**config.mk**
```make
export PLATFORM = sky130hd
export DESIGN_NAME = metering_config_register
export DESIGN_NICKNAME = d
export VERILOG_FILES = /design/src/core/metering_pkg.sv /design/src/core/metering_config_register.sv
export VERILOG_INCLUDE_DIRS = /design/src /design/src/core
export SDC_FILE = /design/constraint.sdc
export NUM_CORES = 1
export LEC_CHECK = 0
export BUFFER_PORTS_ARGS = -buffer_cell sky130_fd_sc_hd__buf_4
export CORE_AREA = 2 2 213 215
export CTS_BUF_LIST = sky130_fd_sc_hd__clkbuf_8
export DETAILED_ROUTE_END_ITERATION = 10
export DIE_AREA = 0 0 215 217
export GPL_TIMING_DRIVEN = 0
export MAX_ROUTING_LAYER = met4
export PLACE_DENSITY = 0.67
export SYNTH_ARGS = -nofsm -noshare
export SYNTH_HDL_FRONTEND = slang
export SYNTH_SLANG_ARGS = --single-unit
```
**constraint.sdc**
```tcl
create_clock -name clock -period 4 [get_ports clock]
set_input_delay 0.2 -clock clock [delete_from_list [all_inputs] [get_ports clock]]
set_output_delay 0.2 -clock clock [all_outputs]
set_load 0.01 [all_outputs]
```
**src/core/metering_cfg.svh**
```systemverilog
// Offsets, field positions, reset values and timing counts of the configuration register
`ifndef METERING_CFG_SVH
`define METERING_CFG_SVH

`define ADDR_W 16
`define DATA_W 16
`define SAMPLE_W 24

`define CFG_ADDR 16'he618
`define CFG_RESET 16'h0000
`define CFG_WMASK 16'h3ff9
`define RDATA_NONE 16'h0000

`define BIT_INTEG 0
`define BIT_SWAP 3
`define BIT_VGND 4
`define BIT_IGND 5
`define BIT_FAST 6
`define BIT_SRST 7
`define SEL_A_LSB 8
`define SEL_B_LSB 10
`define SEL_C_LSB 12
`define SEL_W 2
`define SEL_MIRROR 2'h3

`define CLOCK_MHZ 125
`define SRST_NS 64
`define SRST_CYCLES ((`SRST_NS * `CLOCK_MHZ + 999) / 1000)
`define SRST_CNT_W 4

`endif

```
**src/core/metering_pkg.sv**
```systemverilog
// Types shared by the configuration register and its users
`include "metering_cfg.svh"

package metering_pkg;

	typedef logic signed [`SAMPLE_W-1:0] sample_t;

	typedef enum logic [1:0] {
		PH_A = 2'h0,
		PH_B = 2'h1,
		PH_C = 2'h2
	} phase_e;

	typedef struct packed {
		sample_t va;
		sample_t vb;
		sample_t vc;
		sample_t ia;
		sample_t ib;
		sample_t ic;
		sample_t in;
	} adc_s;

	typedef struct packed {
		sample_t a;
		sample_t b;
		sample_t c;
	} tri_s;

	typedef struct packed {
		logic integrator_enable;
		logic channel_swap;
		logic voltage_adc_ground;
		logic current_adc_ground;
		logic fast_port_enable;
		phase_e phase_a_voltage_select;
		phase_e phase_b_voltage_select;
		phase_e phase_c_voltage_select;
	} ctrl_s;

endpackage

```
**src/core/metering_config_register.sv**
```systemverilog
// Configuration register of the polyphase metering core with its channel steering
`timescale 1ns/1ps
`default_nettype none
`include "metering_cfg.svh"

// How it works
// - Bit 0 enables integrator on all currents
// - Bit 3 swaps voltage and current channel outputs
// - Bit 4 forces voltage ADC outputs to zero
// - Bit 5 forces current ADC outputs to zero
// - Bit 6 enables fast port, pin carries clock
// - Bit 6 clear: port off, pin carries pulse
// - Writing 1 to bit 7 starts soft reset
// - Bits 9:8 pick voltage for phase A
// - Phase A select value 3 acts as 0
// - Bits 11:10 pick voltage for phase B
// - Phase B select value 3 acts as 0
// - Bits 13:12 pick voltage for phase C
// - Phase C select value 3 acts as 0
// - Reserved bits never affect any function
module metering_config_register
	import metering_pkg::*;
#(
	parameter int SRST_CYCLES = `SRST_CYCLES
) (
	input wire logic clock,
	input wire logic rst,
	input wire logic [`ADDR_W-1:0] reg_addr,
	input wire logic [`DATA_W-1:0] reg_wdata,
	input wire logic reg_write,
	input wire logic reg_read,
	output logic [`DATA_W-1:0] reg_rdata,
	output ctrl_s ctrl,
	output logic soft_reset,
	output logic config_written,
	input wire adc_s adc_in,
	input wire logic adc_valid,
	output adc_s chan_out,
	output logic chan_valid,
	output tri_s power_voltage,
	output tri_s power_current,
	output logic power_valid,
	input wire logic third_pulse_output,
	input wire logic fast_port_clock,
	output logic shared_pin
);

	// One-hot so a single upset lands in the recovery branch
	typedef enum logic [1:0] {
		SRST_IDLE = 2'b01,
		SRST_HOLD = 2'b10
	} srst_e;

	typedef struct packed {
		logic [`DATA_W-1:0] cfg;
		logic [`DATA_W-1:0] rdata;
		ctrl_s ctrl;
		logic [`SRST_CNT_W-1:0] srst_cnt;
		logic srst;
		logic written;
		adc_s chan;
		logic chan_valid;
		tri_s pv;
		tri_s pi;
		logic power_valid;
		logic pin;
		srst_e srst_state;
	} state_s;

	state_s s_q;
	state_s s_d;

	// Values 0 and 3 select the phase's own voltage; 1 and 2 rotate A, B, C
	function automatic phase_e pair_phase(
		input logic [`SEL_W-1:0] field,
		input phase_e own
	);
		phase_e next_ph;
		phase_e prev_ph;
		case (own)
			PH_B: begin
				next_ph = PH_C;
				prev_ph = PH_A;
			end
			PH_C: begin
				next_ph = PH_A;
				prev_ph = PH_B;
			end
			default: begin
				next_ph = PH_B;
				prev_ph = PH_C;
			end
		endcase
		case (field)
			2'h1: pair_phase = next_ph;
			2'h2: pair_phase = prev_ph;
			`SEL_MIRROR: pair_phase = own;
			default: pair_phase = own;
		endcase
	endfunction

	function automatic sample_t pick_voltage(
		input phase_e p,
		input adc_s x
	);
		case (p)
			PH_A: pick_voltage = x.va;
			PH_B: pick_voltage = x.vb;
			PH_C: pick_voltage = x.vc;
			default: pick_voltage = x.va;
		endcase
	endfunction

	function automatic logic [`SEL_W-1:0] sel_field(
		input logic [`DATA_W-1:0] cfg,
		input int lsb
	);
		sel_field = cfg[lsb +: `SEL_W];
	endfunction

	// Full address compare; the register has no alias in the map
	function automatic logic cfg_hit(
		input logic [`ADDR_W-1:0] addr
	);
		if (addr == `CFG_ADDR) begin
			cfg_hit = 1'b1;
		end else begin
			cfg_hit = 1'b0;
		end
	endfunction

	// Other addresses read zero rather than stale data
	function automatic logic [`DATA_W-1:0] read_word(
		input logic [`ADDR_W-1:0] addr,
		input logic [`DATA_W-1:0] cfg
	);
		if (cfg_hit(addr)) begin
			read_word = cfg;
		end else begin
			read_word = `RDATA_NONE;
		end
	endfunction

	// Reserved bits are dropped on entry so they read back as zero
	function automatic logic [`DATA_W-1:0] write_image(
		input logic [`DATA_W-1:0] wdata
	);
		write_image = wdata & `CFG_WMASK;
	endfunction

	function automatic ctrl_s decode_ctrl(
		input logic [`DATA_W-1:0] cfg
	);
		ctrl_s c;
		c.integrator_enable = cfg[`BIT_INTEG];
		c.channel_swap = cfg[`BIT_SWAP];
		c.voltage_adc_ground = cfg[`BIT_VGND];
		c.current_adc_ground = cfg[`BIT_IGND];
		c.fast_port_enable = cfg[`BIT_FAST];
		c.phase_a_voltage_select =
			pair_phase(sel_field(cfg, `SEL_A_LSB), PH_A);
		c.phase_b_voltage_select =
			pair_phase(sel_field(cfg, `SEL_B_LSB), PH_B);
		c.phase_c_voltage_select =
			pair_phase(sel_field(cfg, `SEL_C_LSB), PH_C);
		decode_ctrl = c;
	endfunction

	// Grounding comes before the swap, so bits 4 and 5 name the inputs
	function automatic adc_s ground_samples(
		input adc_s x,
		input ctrl_s c
	);
		adc_s g;
		g = x;
		if (c.voltage_adc_ground) begin
			g.va = '0;
			g.vb = '0;
			g.vc = '0;
		end
		if (c.current_adc_ground) begin
			g.ia = '0;
			g.ib = '0;
			g.ic = '0;
			g.in = '0;
		end
		ground_samples = g;
	endfunction

	// Neutral has no voltage partner, so it never moves
	function automatic adc_s route_channels(
		input adc_s g,
		input logic swap
	);
		adc_s r;
		r = g;
		if (swap) begin
			r.va = g.ia;
			r.vb = g.ib;
			r.vc = g.ic;
			r.ia = g.va;
			r.ib = g.vb;
			r.ic = g.vc;
		end
		route_channels = r;
	endfunction

	// Pairing reads the grounded samples, unswapped
	function automatic tri_s pair_voltages(
		input ctrl_s c,
		input adc_s g
	);
		tri_s v;
		v.a = pick_voltage(c.phase_a_voltage_select, g);
		v.b = pick_voltage(c.phase_b_voltage_select, g);
		v.c = pick_voltage(c.phase_c_voltage_select, g);
		pair_voltages = v;
	endfunction

	// Currents reach the power path unswapped
	function automatic tri_s phase_currents(
		input adc_s g
	);
		tri_s i;
		i.a = g.ia;
		i.b = g.ib;
		i.c = g.ic;
		phase_currents = i;
	endfunction

	function automatic logic pin_source(
		input logic fast_on,
		input logic port_clock,
		input logic pulse
	);
		if (fast_on) begin
			pin_source = port_clock;
		end else begin
			pin_source = pulse;
		end
	endfunction

	always_comb begin
		adc_s g;
		logic [`DATA_W-1:0] cfg_next;
		logic start_srst;
		g = ground_samples(adc_in, s_q.ctrl);
		cfg_next = s_q.cfg;
		start_srst = reg_write && cfg_hit(reg_addr) && reg_wdata[`BIT_SRST];
		s_d = s_q;

		// Register port
		s_d.rdata = `RDATA_NONE;
		s_d.written = 1'b0;
		if (reg_read) begin
			s_d.rdata = read_word(reg_addr, s_q.cfg);
		end
		if (reg_write && cfg_hit(reg_addr)) begin
			cfg_next = write_image(reg_wdata);
			s_d.written = 1'b1;
		end
		s_d.cfg = cfg_next;

		// Decoded controls follow the stored image one cycle later at most
		s_d.ctrl = decode_ctrl(cfg_next);

		// Soft reset: a write of 1 restarts the stretch, even if already running
		s_d.srst_cnt = s_q.srst_cnt;
		s_d.srst = 1'b0;
		case (s_q.srst_state)
			SRST_IDLE: begin
				s_d.srst_cnt = '0;
				if (start_srst) begin
					s_d.srst_cnt = SRST_CYCLES[`SRST_CNT_W-1:0];
					s_d.srst = 1'b1;
					s_d.srst_state = SRST_HOLD;
				end
			end
			SRST_HOLD: begin
				s_d.srst = 1'b1;
				if (start_srst) begin
					s_d.srst_cnt = SRST_CYCLES[`SRST_CNT_W-1:0];
				end else if (s_q.srst_cnt > `SRST_CNT_W'(1)) begin
					s_d.srst_cnt = s_q.srst_cnt - `SRST_CNT_W'(1);
				end else begin
					s_d.srst_cnt = '0;
					s_d.srst = 1'b0;
					s_d.srst_state = SRST_IDLE;
				end
			end
			default: begin
				s_d.srst_cnt = '0;
				s_d.srst_state = SRST_IDLE;
			end
		endcase

		// Shared pin: clock of the fast port or the third pulse output
		s_d.pin = pin_source(s_q.ctrl.fast_port_enable, fast_port_clock,
			third_pulse_output);

		// Channel registers and power path only move on a sample strobe
		s_d.chan_valid = adc_valid;
		s_d.power_valid = adc_valid;
		if (adc_valid) begin
			s_d.chan = route_channels(g, s_q.ctrl.channel_swap);
			s_d.pv = pair_voltages(s_q.ctrl, g);
			s_d.pi = phase_currents(g);
		end
	end

	always_ff @(posedge clock) begin
		if (rst) begin
			// Each field spelled out so its reset value is visible
			s_q.cfg <= `CFG_RESET;
			s_q.rdata <= `RDATA_NONE;
			s_q.ctrl <= '0;
			s_q.srst_cnt <= '0;
			s_q.srst <= 1'b0;
			s_q.written <= 1'b0;
			s_q.chan <= '0;
			s_q.chan_valid <= 1'b0;
			s_q.pv <= '0;
			s_q.pi <= '0;
			s_q.power_valid <= 1'b0;
			s_q.pin <= 1'b0;
			s_q.srst_state <= SRST_IDLE;
		end else begin
			s_q <= s_d;
		end
	end

	// Every output is a flip-flop
	assign reg_rdata = s_q.rdata;
	assign ctrl = s_q.ctrl;
	assign soft_reset = s_q.srst;
	assign config_written = s_q.written;
	assign chan_out = s_q.chan;
	assign chan_valid = s_q.chan_valid;
	assign power_voltage = s_q.pv;
	assign power_current = s_q.pi;
	assign power_valid = s_q.power_valid;
	assign shared_pin = s_q.pin;

endmodule
`default_nettype wire

```
# --- Yosys cells after proc, flatten, opt, wreduce, memory -nomap -nowiden ---
# Cells that the tools add are included.
# Widths: inputs -> output; s select.
word_totals:
  ff_bits: 357
  elab_cells: 81
  input_bits: 207
classes:
  order_cmp: 1
  bitwise: 2
  eq_ne: 18
  addsub: 1
  muxes: 25
  reduce_logical: 4
op_table:
  columns: ["operator", "count"]
  rows:
  - ["$mux 144", 1]
  - ["$pmux 24 s2", 3]
  - ["$mux 96", 1]
  - ["$mux 72", 1]
  - ["$eq 16x16->1 const B", 1]
  - ["$pmux 2 s2", 4]
  - ["$eq 2x1->1 const B", 7]
  - ["$eq 2x2->1 const B", 7]
  - ["$mux 14", 1]
  - ["$mux 4", 2]
  - ["$pmux 4 s2", 1]
  - ["$mux 1", 6]
  - ["$mux 2", 3]
  - ["$ne 2x2->1 const B", 3]
  - ["$mux 5", 1]
  - ["$gt 4x1->1 const B", 1]
  - ["$sub 4x1->4 const B", 1]
  - ["$reduce_and 3->1", 1]
  - ["$reduce_or 3->1", 1]
  - ["$logic_and 1x1->1", 2]
  - ["$not 1->1", 2]
  - ["$pmux 1 s2", 1]

# --- Depth between registers and ports, before layout ---
# Gate-level depths: netlist of the first run.
logic_depth:
  ltp_word: 6
  mapped_depth: 8

# --- Worst setup path after synthesis of the first run ---
# No wires, ideal clock.
synth_timing:
  path_type: "in2reg"
  start: "in reg_addr[1]"
  end: "reg, netlist name ctrl[2]"
  stages: 8
  t_required_ps: 3873
  path_slack_ps: 2289
  n_path_buf: 2
  arrival_time_ps: 1584
  setup_ps: 127
  path_cell_list: "nor4b_2 > and4_1 > buf_4 > buf_6 > nand3_1 > and2_1 > ha_1 > nor2b_1"
synth_lines:
  columns: ["item", "line", "source"]
  rows:
  - ["start: declaration", "metering_config_register.sv:28", "input wire logic [`ADDR_W-1:0] reg_addr,"]

==> results_dict.tcl, run 1 <==
set metrics [dict create \
    synth-seq-area-share_pct 37.9 \
    synth_compound_area_share_pct 17.6 \
    htreeDepth 2 \
    crit_fanout 10 \
    clock_path_buffers 3 \
    slew_violations 0 \
    irDropWorstVdd_mv 0.219 \
    synth.top_cell.area_share_pct 37.9 \
    viasPerCell 5.22 \
    final_common_cell "buf_4" \
    ys_top_cells_by_area "dfxtp_1 (38%), buf_4 (14%), mux2i_1 (9.1%)" \
    first_iter_violations 1260 \
    total_power_uw 9440 \
    drt_wl_total_mm 76.4 \
    syn_avg_cell_area_um2 8.77 \
    synth_top_family_by_area "buffers and inverters" \
    cp-startpoint "s_q[355]" \
    tns_ns 0 \
    rows 78 \
    grt_pass1_wl_mm 110 \
    wl_per_cell_um 22.0 \
    end_kind "register" \
    ys_ff_latch 352 \
    synth_area_mm2 0.0186 \
    fin_crit_ns 2.72 \
    drc 0 \
    synthMuxAreaShare_pct 9.20 \
    p_per_area_mw_per_mm2 365 \
    place_congestion 0.981 \
    cts_made_buffers 61 \
    clkTransAtPathRegs_ns 0.07 \
    drive_gt1_share_pct 35.9 \
    syn_inst 2122 \
    hp-start "adc_in[68]" \
    slew_headroom_pct 16.5 \
    postRouteAntennaNets 0 \
    rr_startpoint "s_q[355]" \
    fin_skew_ns 0.0304 \
    grt_pass1_vias 17732 \
    cts_num_sinks 352 \
    area_growth_pct 38.8 \
    vias 18171 \
    clock_latency_ns 0.69 \
    ys.flop_type "dfxtp_1" \
    leakage_uw 0.0118 \
    core-area_mm2 0.0447 \
    nets 3047 \
    final_cell_mix "buf_4 (889), dfxtp_1 (352), nor2_1 (269), mux2i_1 (170), nor2b_1 (168)" \
    synth_edf_count 0 \
    grtUsageTotal_pct 32.0 \
    io_pins 551 \
    yosysTopAreaCell "dfxtp_1" \
    maxCapViolCount 0 \
    port_buffers 541 \
    gr-total-overflow 0 \
    hold_ws_ns 0.0278 \
    antenna_found_initial 3 \
    dpl.hpwl_mm 58.4 \
    cts_tree "done" \
    cts-resized-gates 0 \
    status "completed" \
    cp.arrival_ns 3.26 \
    die_h_um 217 \
    yosys_warnings 0 \
    die-area_mm2 0.0467 \
    timing.final.crit_share_pct 68.0 \
    hold_class "in2reg" \
    async_flop_share_pct 0 \
    cts_root_buffer "clkbuf_8" \
    fmax_mhz 368 \
    die_w_um 215 \
    synth-xor-area-share_pct 0 \
    synth_fa_ha_area_share_pct 0.941 \
    finalHoldViolCount 0 \
    crit_type "reg2reg" \
    start_kind "register" \
    synth_cell_type_count 42 \
    grt_max_degree 16 \
    rsz0062_at_grt "false" \
    crit_required_ns 4.54 \
    setup_violations 0 \
    worst_slew_pin_slew_ns 1.25 \
    synth_simple_gate_area_share_pct 16.5 \
    initial_core_util_pct 41.6 \
    first_pass_iters 7 \
]
==> critical path, cell delays in order (launching register included) <==
cell      delay [ns]
dfxtp_1         0.51
buf_2           0.54
clkbuf_1        0.74
nor2b_1         0.33
mux2i_1         0.33
a211oi_1        0.11
==> kinds of logic after synthesis <==
family,count (synthesis)
simple gates,594
buf+inv,526
compound gates,464
flops,352
mux,171
fa+ha+maj,14
other cells,1
==> stage by stage <==
stage	setup slack, ns	cells	cell area (um2)	util, %
floorplan	2.29	2125	18600	-
global placement	1.31	3266	23400	52.4
global route	1.31	3478	25800	57.8
CTS	1.30	3478	25800	57.8
finish	1.28	3479	25800	57.8
detailed placement	1.32	3266	23400	52.4
==> path summary, 6_finish.rpt <==
kind | to | slack (ns) | depth (start not counted)
setup / recovery | chan_out[121] | 1.28 | 5
setup reg to reg | chan_out[121] | 1.28 | 5
hold reg to reg | reg_rdata[10] | 0.45 | 1
hold / removal | power_current[44] | 0.03 | 4
==> what timing repair did <==
item,in CTS,in global routing
hold buffers,97,0
setup buffers,0,0
hold endpoints to repair,99,0
==> registers in the layout, summed over array words and instances (netlist names) <==
signal          count
shared_pin          1
power_valid         1
ctrl                6
soft_reset          1
power_current      72
reg_rdata          12
chan_out          168
power_voltage      72
s_q                18
config_written      1
==> cell type report <==
| class | instances | area (um2) |
|---|---|---|
| antenna | 1 | 2.50 |
| buffer | 512 | 3280 |
| clock buffer | 82 | 1130 |
| clock inverter | 33 | 302 |
| fill | 4140 | 18900 |
| inverter | 14 | 52.6 |
| multi-input combinational | 1247 | 8240 |
| sequential | 352 | 7050 |
| tap | 600 | 751 |
| timing repair buffer | 638 | 5030 |
==> synthesized netlist by cell type, types with 2 or more instances <==
library cell / count
dfxtp_1: 352
buf_4: 348
nor2_1: 269
mux2i_1: 170
nor2b_1: 168
a211oi_1: 144
clkbuf_1: 119
nand2b_1: 99
a211o_1: 72
a221oi_1: 72
o21ai_0: 68
a21oi_1: 61
buf_2: 30
a31oi_1: 24
o21ai_1: 17
and2_1: 16
ha_1: 14
inv_1: 13
buf_1: 12
nand3_1: 12
nand2_1: 7
nor3_1: 6
nor2b_2: 4
nor3b_1: 4
a21boi_1: 2
clkbuf_4: 2
nor4_1: 2
==> layer usage <==
layer	global-route usage, %	share of wire, %
met5	-	0
met4	15.4	4.9
met3	4.58	6.4
met1	39.7	42
met2	51.6	46
==> power by group <==
part,switching (uW),internal (uW)
Clock,1600,2210
Sequential,116,3710
Combinational,874,922
Total,2590,6850
No activity file was read; power rests on OpenSTA's default activity.
==> run 2: changes to the inputs <==
==> constraint.sdc (replaced) <==
create_clock -name clock -period 2.75 [get_ports clock]
set_input_delay 0.1375 -clock clock [delete_from_list [all_inputs] [get_ports clock]]
set_output_delay 0.1375 -clock clock [all_outputs]
set_load 0.01 [all_outputs]
==> run 2 against run 1 <==
Clock skew down 0.0017 ns. Clock-buffer cell count unchanged. Total power up 46%. Sequential power up 45%. Critical path depth unchanged. Sequential cell count unchanged. Non-clock buffer count up 53. Critical path type unchanged. Utilization up 1.2 points.
==> results_dict.tcl, run 2 (same netlist as run 1, synthesis figures left out) <==
set metrics [dict create \
    status "completed" \
    first_iter_violations 1394 \
    first_pass_iters 7 \
    viasPerCell 5.22 \
    cts-resized-gates 0 \
    place_congestion 0.981 \
    largest_reg_flops 168 \
    antenna_found_initial 3 \
    die_h_um 217 \
    fin_crit_ns 2.70 \
    drt_wl_total_mm 77.2 \
    clkTransAtPathRegs_ns 0.07 \
    htreeDepth 2 \
    dpl.hpwl_mm 58.4 \
    maxCapViolCount 0 \
    path_delay_family "buffers and inverters" \
    die_w_um 215 \
    start_kind "register" \
    area_growth_pct 41.7 \
    final_cell_mix "buf_4 (889), dfxtp_1 (352), nor2_1 (269), mux2i_1 (170), nor2b_1 (168)" \
    slew_violations 0 \
    reg2regPathDepth 5 \
    critPathMaxStageDelay_ns 0.73 \
    fin_skew_ns 0.0287 \
    critical_path_cell_count 5 \
    grt_pass1_wl_mm 111 \
    p_per_area_mw_per_mm2 523 \
    grt_pass1_vias 18122 \
    vias 18434 \
    port_buffers 541 \
    initial_core_util_pct 41.6 \
    grtUsageTotal_pct 32.4 \
    cts_tree "done" \
    crit_fanout 10 \
    gr-total-overflow 0 \
    clock_path_buffers 3 \
    slew_headroom_pct 17.1 \
    whs_path_depth 4 \
    place_inst 3266 \
    cts_made_buffers 61 \
    slowest_stage "clkbuf_1" \
    timing.final.crit_share_pct 98.2 \
    cts_num_sinks 352 \
    fmax_mhz 370 \
    pre_cts_ws_ns 0.0708 \
    drc 0 \
    core-area_mm2 0.0447 \
    cp.arrival_ns 3.24 \
    nets 3100 \
    total_power_uw 13800 \
    final_common_cell "buf_4" \
    cts_root_buffer "clkbuf_8" \
    setup_violations 0 \
    tns_ns 0 \
    drive_gt1_share_pct 35.3 \
    crit_required_ns 3.29 \
    crit_type "reg2reg" \
    stdcell_count 3533 \
    finalHoldViolCount 0 \
    end_kind "register" \
    clock_latency_ns 0.69 \
    die-area_mm2 0.0467 \
    rows 78 \
    io_pins 551 \
    rsz0062_at_grt "false" \
    wl_per_cell_um 21.8 \
    worst_slew_pin_slew_ns 1.24 \
    grt_max_degree 16 \
    hold_ws_ns 0.0465 \
    worst_slack_ns 0.0487 \
    cp_cell_sequence "buf_2 > clkbuf_1 > nor2b_1 > mux2i_1 > a211oi_1" \
    irDropWorstVdd_mv 0.319 \
    leakage_uw 0.0120 \
    cp.buffers_inverters 2 \
    postRouteAntennaNets 0 \
    hold_class "in2reg" \
]
==> run 2: cell count changes in the layout (fill, tap and decap cells not counted), sizes merged <==
cell | previous run | this run
dlygate4sd3 | 97 | 150
diode | 1 | 2
==> run 2: final timing paths <==
check / start / to / slack [ns]
setup / recovery: s_q[355] / chan_out[121] / 0.05
hold / removal: adc_in[99] / chan_out[99] / 0.05
setup reg to reg: s_q[355] / chan_out[121] / 0.05
hold reg to reg: s_q[362] / reg_rdata[12] / 0.45
==> run 2: layout make-up <==
type | count | area, um2
antenna | 2 | 5.00
buffer | 512 | 3280
clock buffer | 82 | 1130
clock inverter | 33 | 302
fill | 4073 | 18300
inverter | 14 | 52.6
multi-input combinational | 1247 | 8240
sequential | 352 | 7050
tap | 600 | 751
timing repair buffer | 691 | 5560
==> run 2: through the flow <==
stage | util (%) | instance area (um2)
global placement | 52.4 | 23400
floorplan | - | 18600
global route | 59.0 | 26400
detailed placement | 52.4 | 23400
finish | 59.0 | 26400
CTS | 59.0 | 26400
==> run 2: routing by layer <==
metal | track usage, % | share of wire, % | vias to the layer above | wire [um]
li1 | - | - | 8533 | -
met1 | 39.8 | 42 | 8828 | 32200
met2 | 52.3 | 46 | 860 | 35600
met3 | 4.57 | 6.6 | 213 | 5060
met4 | 16.5 | 5.5 | 0 | 4230
met5 | - | 0 | - | 0
==> run 2: power by group <==
group	internal [uW]	total, uW	switching [uW]
Clock	3220	5550	2330
Combinational	1380	2660	1280
Sequential	5400	5570	169
==> run 2: worst min-delay path: cells and delay by family <==
family	cells	cell delay, ns
AO/OA/AOI/OAI	1	0.08
buffers and inverters	1	0.10
multiplexers	1	0.15
AND/OR/NAND/NOR	1	0.19
==> run 2: what timing repair did <==
item | CTS | global route
endpoints found under the hold margin | 229 | 0
buffers inserted | 0 | 0
hold buffers | 150 | 0
